**src/design/ioc_map.svh**
```systemverilog
`ifndef IOC_MAP_SVH
`define IOC_MAP_SVH

// register byte offsets
`define IOC_CTRL_OFS      32'h0000_0000
`define IOC_SWITCH_OFS    32'h0000_0004
`define IOC_STATUS_OFS    32'h0000_0008

// control register fields
`define IOC_P5_FUNC_LSB   0
`define IOC_P5_LATCH_BIT  2
`define IOC_P5_INV_BIT    3
`define IOC_P5_OSEL_LSB   4
`define IOC_P6_FUNC_LSB   8
`define IOC_P6_INV_BIT    11
`define IOC_P6_OSEL_LSB   12
`define IOC_CTRL_RST      32'h0000_0000
`define IOC_CTRL_MASK     32'h0000_3b3f

// switch register write bits
`define IOC_SW_ON_BIT     0
`define IOC_SW_OFF_BIT    1

// status register bits
`define IOC_ST_SW_BIT     0
`define IOC_ST_PWR_BIT    1
`define IOC_ST_SUPP_BIT   2
`define IOC_ST_PROT_BIT   3
`define IOC_ST_P5_BIT     4
`define IOC_ST_P6_BIT     5

// pin function and output value codes
`define IOC_FN_SPECIAL    2'h0
`define IOC_FN_INPUT      2'h1
`define IOC_FN_OUTPUT     2'h2
`define IOC_OV_FALSE      2'h0
`define IOC_OV_TRUE       2'h1
`define IOC_OV_PWM        2'h2

// bus responses
`define IOC_RESP_OKAY     2'h0
`define IOC_RESP_SLVERR   2'h2

// timing
`define IOC_CLK_PERIOD_NS 25
`define IOC_MIN_LOW_NS    30000
`define IOC_CNT_W         11
`define IOC_MIN_LOW_CYC   ((`IOC_MIN_LOW_NS + `IOC_CLK_PERIOD_NS - 1) / `IOC_CLK_PERIOD_NS)

`endif

```
**src/design/ioc_pkg.sv**
```systemverilog
`include "ioc_map.svh"

package ioc_pkg;

  typedef enum logic [1:0] {
    IOC_EM_IDLE  = 2'b01,
    IOC_EM_PULSE = 2'b10
  } ioc_emit_t;

  typedef struct packed {
    logic                   p5_s1;
    logic                   p5_s2;
    logic                   p6_s1;
    logic                   p6_s2;
    logic [`IOC_CNT_W-1:0]  p5_cnt;
    logic [`IOC_CNT_W-1:0]  p6_cnt;
    logic [`IOC_CNT_W-1:0]  em_cnt;
    ioc_emit_t              em;
    logic                   sw;
    logic                   pwr;
    logic                   supp;
    logic                   prot;
    logic                   p5_o;
    logic                   p5_oe;
    logic                   p6_o;
    logic                   p6_oe;
    logic [31:0]            ctrl;
    logic                   aw_got;
    logic                   w_got;
    logic [31:0]            aw_addr;
    logic [31:0]            w_data;
    logic [3:0]             w_strb;
    logic                   bvalid;
    logic [1:0]             bresp;
    logic                   rvalid;
    logic [31:0]            rdata;
    logic [1:0]             rresp;
  } ioc_state_t;

endpackage

```
**src/design/ioc_pins.sv**
```systemverilog
// Implementation choices: the AXI4-Lite slave port and the placing of the registers.
`timescale 1ns/100ps
`include "ioc_map.svh"
module ioc_pins (
  input  wire logic        aclk,
  input  wire logic        aresetn,
  input  wire logic [31:0] s_axi_awaddr,
  input  wire logic        s_axi_awvalid,
  output logic             s_axi_awready,
  input  wire logic [31:0] s_axi_wdata,
  input  wire logic [3:0]  s_axi_wstrb,
  input  wire logic        s_axi_wvalid,
  output logic             s_axi_wready,
  output logic [1:0]       s_axi_bresp,
  output logic             s_axi_bvalid,
  input  wire logic        s_axi_bready,
  input  wire logic [31:0] s_axi_araddr,
  input  wire logic        s_axi_arvalid,
  output logic             s_axi_arready,
  output logic [31:0]      s_axi_rdata,
  output logic [1:0]       s_axi_rresp,
  output logic             s_axi_rvalid,
  input  wire logic        s_axi_rready,
  input  wire logic        pin5_i,
  output logic             pin5_o,
  output logic             pin5_oe,
  input  wire logic        pin6_i,
  output logic             pin6_o,
  output logic             pin6_oe,
  input  wire logic        pwm_in,
  output logic             output_switch,
  output logic             power_enable,
  output logic             output_suppressed_flag,
  output logic             latched_protect_flag
);

  localparam logic [`IOC_CNT_W-1:0] MIN_CYC = `IOC_CNT_W'(`IOC_MIN_LOW_CYC);

  ioc_pkg::ioc_state_t q;
  ioc_pkg::ioc_state_t d;

  ////////////////////////////////////////////////////////////////////////////
  // functions

  // one-hot register select: {status, switch, ctrl}, zero when unmapped
  function automatic logic [2:0] reg_sel(input logic [31:0] a);
    logic [2:0] s;
    s = 3'h0;
    if (a == `IOC_CTRL_OFS)   s = 3'h1;
    if (a == `IOC_SWITCH_OFS) s = 3'h2;
    if (a == `IOC_STATUS_OFS) s = 3'h4;
    return s;
  endfunction

  // low-phase width counter, saturating at the minimum width
  function automatic logic [`IOC_CNT_W-1:0] cnt_step(input logic [`IOC_CNT_W-1:0] c,
                                                     input logic act);
    logic [`IOC_CNT_W-1:0] n;
    n = '0;
    if (act) begin
      n = (c == MIN_CYC) ? c : c + `IOC_CNT_W'(1);
    end
    return n;
  endfunction

  // pin level for output mode: logic one is a low pin, inversion swaps
  function automatic logic out_level(input logic [1:0] sel, input logic pwm,
                                     input logic inv);
    logic v;
    v = 1'b0;
    case (sel)
      `IOC_OV_TRUE: v = 1'b1;
      `IOC_OV_PWM:  v = pwm;
      default:      v = 1'b0;
    endcase
    return ~v ^ inv;
  endfunction

  ////////////////////////////////////////////////////////////////////////////
  // control fields

  logic [1:0] p5_func;
  logic       p5_latch;
  logic       p5_inv;
  logic [1:0] p5_osel;
  logic [1:0] p6_func;
  logic       p6_inv;
  logic [1:0] p6_osel;

  assign p5_func  = q.ctrl[`IOC_P5_FUNC_LSB +: 2];
  assign p5_latch = q.ctrl[`IOC_P5_LATCH_BIT];
  assign p5_inv   = q.ctrl[`IOC_P5_INV_BIT];
  assign p5_osel  = q.ctrl[`IOC_P5_OSEL_LSB +: 2];
  assign p6_func  = q.ctrl[`IOC_P6_FUNC_LSB +: 2];
  assign p6_inv   = q.ctrl[`IOC_P6_INV_BIT];
  assign p6_osel  = q.ctrl[`IOC_P6_OSEL_LSB +: 2];

  ////////////////////////////////////////////////////////////////////////////
  // pin sensing

  logic lvl5;
  logic lvl6;
  logic act5;
  logic act6;
  logic qual5;
  logic qual6;
  logic lvl_inh;

  assign lvl5    = q.p5_s2 ^ p5_inv;
  assign lvl6    = q.p6_s2 ^ p6_inv;
  assign act5    = !lvl5 && (p5_func == `IOC_FN_SPECIAL) && p5_latch;
  assign act6    = !lvl6 && (p6_func == `IOC_FN_SPECIAL) && (q.em == ioc_pkg::IOC_EM_IDLE);
  assign qual5   = act5 && (q.p5_cnt == MIN_CYC - `IOC_CNT_W'(1));
  assign qual6   = act6 && (q.p6_cnt == MIN_CYC - `IOC_CNT_W'(1));
  assign lvl_inh = (p5_func == `IOC_FN_SPECIAL) && !p5_latch && !lvl5;

  ////////////////////////////////////////////////////////////////////////////
  // bus handshakes

  logic [2:0] wsel;
  logic [2:0] rsel;
  logic       wr_fire;
  logic [31:0] wmask;
  logic       sw_on_wr;
  logic       sw_off_wr;
  logic       prot_clr;
  logic       trip;
  logic       sync_on;
  logic       sw_n;

  assign s_axi_awready = !q.aw_got && !q.bvalid;
  assign s_axi_wready  = !q.w_got && !q.bvalid;
  assign s_axi_arready = !q.rvalid;
  assign wsel          = reg_sel(q.aw_addr);
  assign rsel          = reg_sel(s_axi_araddr);
  assign wr_fire       = q.aw_got && q.w_got && !q.bvalid;
  assign wmask         = {{8{q.w_strb[3]}}, {8{q.w_strb[2]}}, {8{q.w_strb[1]}},
                          {8{q.w_strb[0]}}};
  assign sw_on_wr      = wr_fire && wsel[1] && q.w_strb[0] && q.w_data[`IOC_SW_ON_BIT];
  assign sw_off_wr     = wr_fire && wsel[1] && q.w_strb[0] && q.w_data[`IOC_SW_OFF_BIT];
  assign prot_clr      = wr_fire && wsel[2] && q.w_strb[0] && q.w_data[`IOC_ST_PROT_BIT];
  assign trip          = qual5 && q.sw;
  assign sync_on       = qual6 && !q.sw && !q.prot;

  ////////////////////////////////////////////////////////////////////////////
  // next state

  always_comb begin
    d = q;
    sw_n = q.sw;

    // two-stage synchronisers
    d.p5_s1 = pin5_i;
    d.p5_s2 = q.p5_s1;
    d.p6_s1 = pin6_i;
    d.p6_s2 = q.p6_s1;
    d.p5_cnt = cnt_step(q.p5_cnt, act5);
    d.p6_cnt = cnt_step(q.p6_cnt, act6);

    // output switch: off requests and trips win over on requests
    if (sw_on_wr && !q.prot) begin
      sw_n = 1'b1;
    end
    if (sync_on) begin
      sw_n = 1'b1;
    end
    if (sw_off_wr || trip) begin
      sw_n = 1'b0;
    end
    d.sw   = sw_n;
    d.pwr  = sw_n && !lvl_inh;
    d.supp = lvl_inh;
    d.prot = (q.prot && !prot_clr) || trip;

    // turn-on pulse emitter
    case (q.em)
      ioc_pkg::IOC_EM_IDLE: begin
        if ((p6_func == `IOC_FN_SPECIAL) && sw_n && !q.sw) begin
          d.em     = ioc_pkg::IOC_EM_PULSE;
          d.em_cnt = '0;
        end
      end
      ioc_pkg::IOC_EM_PULSE: begin
        if (q.em_cnt == MIN_CYC - `IOC_CNT_W'(1)) begin
          d.em = ioc_pkg::IOC_EM_IDLE;
        end else begin
          d.em_cnt = q.em_cnt + `IOC_CNT_W'(1);
        end
      end
      default: begin
        d.em = ioc_pkg::IOC_EM_IDLE;
      end
    endcase

    // pin drivers
    d.p5_oe = (p5_func == `IOC_FN_OUTPUT);
    d.p5_o  = (p5_func == `IOC_FN_OUTPUT) ? out_level(p5_osel, pwm_in, p5_inv) : 1'b0;
    if (p6_func == `IOC_FN_OUTPUT) begin
      d.p6_oe = 1'b1;
      d.p6_o  = out_level(p6_osel, pwm_in, p6_inv);
    end else if (p6_func == `IOC_FN_SPECIAL) begin
      d.p6_oe = (d.em == ioc_pkg::IOC_EM_PULSE);
      d.p6_o  = p6_inv;
    end else begin
      d.p6_oe = 1'b0;
      d.p6_o  = 1'b0;
    end

    // write channel
    if (s_axi_awvalid && s_axi_awready) begin
      d.aw_got  = 1'b1;
      d.aw_addr = s_axi_awaddr;
    end
    if (s_axi_wvalid && s_axi_wready) begin
      d.w_got  = 1'b1;
      d.w_data = s_axi_wdata;
      d.w_strb = s_axi_wstrb;
    end
    if (wr_fire) begin
      d.aw_got = 1'b0;
      d.w_got  = 1'b0;
      d.bvalid = 1'b1;
      d.bresp  = (wsel == 3'h0) ? `IOC_RESP_SLVERR : `IOC_RESP_OKAY;
      if (wsel[0]) begin
        d.ctrl = ((q.ctrl & ~wmask) | (q.w_data & wmask)) & `IOC_CTRL_MASK;
      end
    end
    if (q.bvalid && s_axi_bready) begin
      d.bvalid = 1'b0;
    end

    // read channel
    if (q.rvalid && s_axi_rready) begin
      d.rvalid = 1'b0;
    end
    if (s_axi_arvalid && s_axi_arready) begin
      d.rvalid = 1'b1;
      d.rresp  = (rsel == 3'h0) ? `IOC_RESP_SLVERR : `IOC_RESP_OKAY;
      d.rdata  = 32'h0;
      if (rsel[0]) begin
        d.rdata = q.ctrl;
      end
      if (rsel[1]) begin
        d.rdata[`IOC_ST_SW_BIT] = q.sw;
      end
      if (rsel[2]) begin
        d.rdata[`IOC_ST_SW_BIT]   = q.sw;
        d.rdata[`IOC_ST_PWR_BIT]  = q.pwr;
        d.rdata[`IOC_ST_SUPP_BIT] = q.supp;
        d.rdata[`IOC_ST_PROT_BIT] = q.prot;
        d.rdata[`IOC_ST_P5_BIT]   = q.p5_s2;
        d.rdata[`IOC_ST_P6_BIT]   = q.p6_s2;
      end
    end
  end

  always_ff @(posedge aclk) begin
    if (!aresetn) begin
      q       <= '0;
      // synchronisers start at the pulled-up idle level: no false low after reset
      q.p5_s1 <= 1'b1;
      q.p5_s2 <= 1'b1;
      q.p6_s1 <= 1'b1;
      q.p6_s2 <= 1'b1;
      q.em    <= ioc_pkg::IOC_EM_IDLE;
      q.ctrl  <= `IOC_CTRL_RST;
    end else begin
      q <= d;
    end
  end

  ////////////////////////////////////////////////////////////////////////////
  // outputs

  assign s_axi_bresp            = q.bresp;
  assign s_axi_bvalid           = q.bvalid;
  assign s_axi_rdata            = q.rdata;
  assign s_axi_rresp            = q.rresp;
  assign s_axi_rvalid           = q.rvalid;
  assign pin5_o                 = q.p5_o;
  assign pin5_oe                = q.p5_oe;
  assign pin6_o                 = q.p6_o;
  assign pin6_oe                = q.p6_oe;
  assign output_switch          = q.sw;
  assign power_enable           = q.pwr;
  assign output_suppressed_flag = q.supp;
  assign latched_protect_flag   = q.prot;

  ////////////////////////////////////////////////////////////////////////////
  // checks

  a_level_gate: assert property (
    @(posedge aclk) disable iff (!aresetn)
    lvl_inh && q.sw && !sw_off_wr && !trip |=> q.sw && !power_enable
  ) else $error("level inhibit did not gate power");

  a_level_restore: assert property (
    @(posedge aclk) disable iff (!aresetn)
    !lvl_inh && q.sw && !sw_off_wr && !trip |=> power_enable
  ) else $error("power not restored after level inhibit");

  a_supp_flag: assert property (
    @(posedge aclk) disable iff (!aresetn)
    lvl_inh |=> output_suppressed_flag
  ) else $error("suppressed flag missing");

  a_latch_trip: assert property (
    @(posedge aclk) disable iff (!aresetn)
    qual5 && q.sw |=> !output_switch && latched_protect_flag && !power_enable
  ) else $error("latched pulse did not trip the switch");

  a_protect_hold: assert property (
    @(posedge aclk) disable iff (!aresetn)
    latched_protect_flag && !prot_clr |=> latched_protect_flag && !$rose(output_switch)
  ) else $error("protect flag or switch released without clear");

  a_qual_width: assert property (
    @(posedge aclk) disable iff (!aresetn)
    qual5 |-> $past(act5, 8) && q.p5_cnt == MIN_CYC - `IOC_CNT_W'(1)
  ) else $error("pulse qualified before minimum width");

  a_sync_ignore: assert property (
    @(posedge aclk) disable iff (!aresetn)
    qual6 && q.sw && !sw_off_wr && !trip |=> output_switch
  ) else $error("sync pulse disturbed an on switch");

  a_sync_turn_on: assert property (
    @(posedge aclk) disable iff (!aresetn)
    sync_on && !sw_off_wr && !trip |=> output_switch
  ) else $error("sync pulse did not turn the switch on");

  a_sync_emit: assert property (
    @(posedge aclk) disable iff (!aresetn)
    $rose(output_switch) && p6_func == `IOC_FN_SPECIAL && $past(q.em) == ioc_pkg::IOC_EM_IDLE
    |-> pin6_oe && pin6_o == p6_inv ##1 pin6_oe [*8]
  ) else $error("turn-on pulse not emitted");

  a_out_drive: assert property (
    @(posedge aclk) disable iff (!aresetn)
    p5_func == `IOC_FN_OUTPUT && p5_osel == `IOC_OV_TRUE && $stable(q.ctrl)
    |=> pin5_oe && pin5_o == $past(p5_inv)
  ) else $error("output mode drives the wrong level");

endmodule

```
**config.mk**
```make
export PLATFORM = sky130hd
export DESIGN_NAME = ioc_pins
export DESIGN_NICKNAME = d
export VERILOG_FILES = /design/src/design/ioc_pkg.sv /design/src/design/ioc_pins.sv
export VERILOG_INCLUDE_DIRS = /design/src /design/src/design
export SDC_FILE = /design/constraint.sdc
export NUM_CORES = 1
export LEC_CHECK = 0
export CORE_MARGIN = 1
export CORE_UTILIZATION = 45
export CTS_CLUSTER_DIAMETER = 150
export DETAILED_ROUTE_END_ITERATION = 6
export DONT_BUFFER_PORTS = 1
export GPL_TIMING_DRIVEN = 0
export SYNTH_ARGS = -nofsm -noshare
export SYNTH_HDL_FRONTEND = slang
export SYNTH_SLANG_ARGS = --single-unit
```
**constraint.sdc**
```tcl
create_clock -name aclk -period 3.8 [get_ports aclk]
set_clock_uncertainty 0.2 [all_clocks]
set_input_delay 0.76 -clock aclk [delete_from_list [all_inputs] [get_ports aclk]]
set_output_delay 0.76 -clock aclk [all_outputs]
set_load 0.01 [all_outputs]
```
==> results by group <==
Layout
  – Share of layout cells above drive strength 1: 0.1300
  – Fin nets: 808
  – Top reg by flops: q
  – Finished Core Util: 0.5387
  – P&R area growth vs syn: 15.50%
  – # diodes: 0
  – Largest register FFs: 84
  – Finished Cell Area: 6525 sq um

STA
  – Final Hold Vio Count: 0
  – Worst-Margin Slew: between 0.9 and 1 ns
  – Relative slew slack: 0.3853
  – Max Clk Rate: 0.3675 GHz
  – Setup TNS Final: 0 ns
  – Final worst-path cycle share: 0.7160
  – Fin. max-slew vios: 0
  – Unrepaired setup endpoints after global routing: no
  – Post-layout min period: 2.721 ns
  – Worst setup margin: between 1 and 1.5 ns
  – Final setup vio count: 0

Global route
  – Total Routing Usage GR: 0.2048
  – Vias in the first global route: approximately 4,200
  – Largest net degree at the start of global routing: 17
  – Congestion Overflow GR: 0
  – First-pass GRT wire length: 20,350 microns
  – Initial antenna violation count: 0

Yosys
  – Syn Std Cell Area: 5649 sq um
  – Post-synth EDFFs: 0
  – Avg Cell Area, Syn: around 9 sq um
  – Yosys Warn Count: 0
  – Sequential element share of the synthesized area: 0.4252
  – #FFs+latches synth: 120
  – Largest area contributor in the netlist: dfxtp_1
  – Main area contributors after synthesis: dfxtp_1, nand2_1, a21boi_0
  – Async SR Flop Fraction: 0
  – Primary FF master, synth: dfxtp_1
  – Synth top area share: 0.4252
  – Post-Synthesis Cells: ~650
  – Post-synth cell types: 54

Floorplanning
  – Rows: 40
  – Initial Util: 0.4664
  – Die Ht: 114.0 microns
  – Core area: 12,110 sq um
  – DIE AREA: about 13,000 sq um
  – Die W: between 100 and 150 microns
  – I/O pin count: 159

Detailed routing
  – Violation count after the first detailed-routing iteration: 200
  – Final ANT Viol Nets: 0
  – Final WL: between 10,000 and 15,000 microns
  – Via density: 5.046
  – DRC viols: 0
  – First-pass iteration count of the detailed router: 4
  – Routed length per instance: roughly 14 microns
  – Vias post-DR: approximately 4,400

Clock tree
  – CTS resizes: 0
  – Clk slew on worst S/H paths: ~0.060 ns
  – Root buf cell: clkbuf_16
  – Clock sink count: 120
  – Clock Latency Late Sink: 0.42 ns
  – CTS Hold Bufs: 0
  – Htree depth: 4
  – # Post-CTS Setup Buffers: 0
  – CTS buffer count: 17
  – CTS tree: done
  – Clock buffer depth: 2

Place
  – Cell Area, Placed: 5942 sq um
  – Gpl congestion: roughly 0.78
  – Hpwl dp: 9471 microns
  – Pre-CTS worst setup slack: 1.000 ns
  – Port Buffers: 0

Power
  – Switching power: 0.8260 mW
  – P_int: about 2.4 mW
  – Gate power share: 0.104
  – PD cells: 499.4 nW/um^2
  – Sw Share: 0.2535
  – Flop pwr share: 0.415
  – Peak VDD IR: 0.0002558 V
  – Pleak: 2.460 nW
  – Clock power frac: 0.481

Setup path
  – WP data arrival: ~2.8 ns
  – Worst Path Max Fanout: 10
  – Worst reg2reg path depth: 7
  – WP data required: 3.89 ns
  – Startpoint type of the worst setup path: flip-flop
  – WS Path Type: reg -> reg
  – Crit end category: flip-flop

Worst hold path
  – Hold Path Stages: 1
  – Tightest Hold Check Type: reg -> reg

Run
  – Max Cap Viol: 0

Status
  – Status: finished clean
==> routing by layer <==
layer	vias up	wire (microns)	GRT usage
li1	2233	-	-
met1	2014	5675	0.2512
met2	120	5982	0.3446
met3	13	674	0.05579
met4	0	169	0.07273
met5	-	0	0
==> worst max-delay path, stage by stage, from the launching register on <==
cell and delay (ns):
dfxtp_1 0.36, ha_1 0.27, nor4b_2 0.37, and3_1 0.35, o211ai_4 0.22, a2111oi_4 0.56, a31o_1 0.20, a21oi_1 0.05
==> cells in the final DEF, fill, tap and decap left out, types with 11 or more instances in the layout <==
cell type / n
inv_1: 20
nand2_1: 122
nor2_1: 56
a21oi_1: 12
nand3_1: 26
clkbuf_16: 17
conb_1: 23
clkbuf_1: 23
ha_1: 11
buf_4: 37
xor2_1: 13
dfxtp_1: 120
nor2b_1: 11
a21boi_0: 47
xnor2_1: 19
==> layout make-up <==
cell class                 count  area (sq um)
buffer                        61         369.1
clock buffer                  20         456.7
clock inverter                12         126.4
fill                        1186          5587
inverter                      20         75.07
multi-input combinational    467          2885
sequential                   120          2402
tap                          168         210.2
==> cells in the mapped netlist, types with 2 or more instances <==
cell type  instances
nand2_1          122
dfxtp_1          120
nor2_1            56
a21boi_0          47
buf_4             37
nand3_1           26
clkbuf_1          22
inv_1             20
xnor2_1           19
xor2_1            13
a21oi_1           12
ha_1              11
nor2b_1           11
a21boi_1          10
and3_1            10
nor3_1             9
nor4_1             9
mux2i_1            8
nand4_1            8
a2111oi_2          6
a221oi_1           5
nand2b_1           5
nor3b_1            5
nor4_2             5
and2_1             4
nand3b_1           4
and3b_1            3
nor4_4             3
nor4b_2            3
o21ai_0            3
o21ai_1            3
a31o_1             2
and4_1             2
nand4b_1           2
nor4b_1            2
==> cell families after synthesis <==
group	synth area share
flops	0.4252
buf+inv	0.07863
compound gates	0.1406
xor+xnor	0.04961
other cells	0.0006638
fa+ha+maj	0.02436
simple gates	0.2667
mux	0.01418
==> worst paths after layout <==
path | slack [ns] | startpoint | to
worst min-delay path | 0.21 | d[183] | q[183]
worst min register to register | 0.21 | d[183] | q[183]
worst max register to register | 1.08 | q[148] | q[160]
worst max-delay path | 1.08 | q[148] | q[160]
==> power by group through the flow <==
stage / Combinational [mW] / Clock [mW] / Sequential, mW
after floorplan: 0.276 / 0 / 1.37
after global placement: 0.334 / 0 / 1.38
after detailed placement: 0.343 / 0 / 1.38
after CTS: 0.344 / 1.60 / 1.35
after global routing: 0.381 / 1.66 / 1.36
final: 0.340 / 1.57 / 1.35
==> stage by stage <==
step | std cells | hold WS [ns] | total power, mW
floorplan | 668 | 0.1863 | 1.643
global placement | 836 | 0.2064 | 1.710
detailed placement | 836 | 0.1962 | 1.721
CTS | 868 | 0.2128 | 3.292
global route | 868 | 0.2404 | 3.402
finish | 868 | 0.2107 | 3.258
Note: power is estimated with default switching activity, not from simulation.
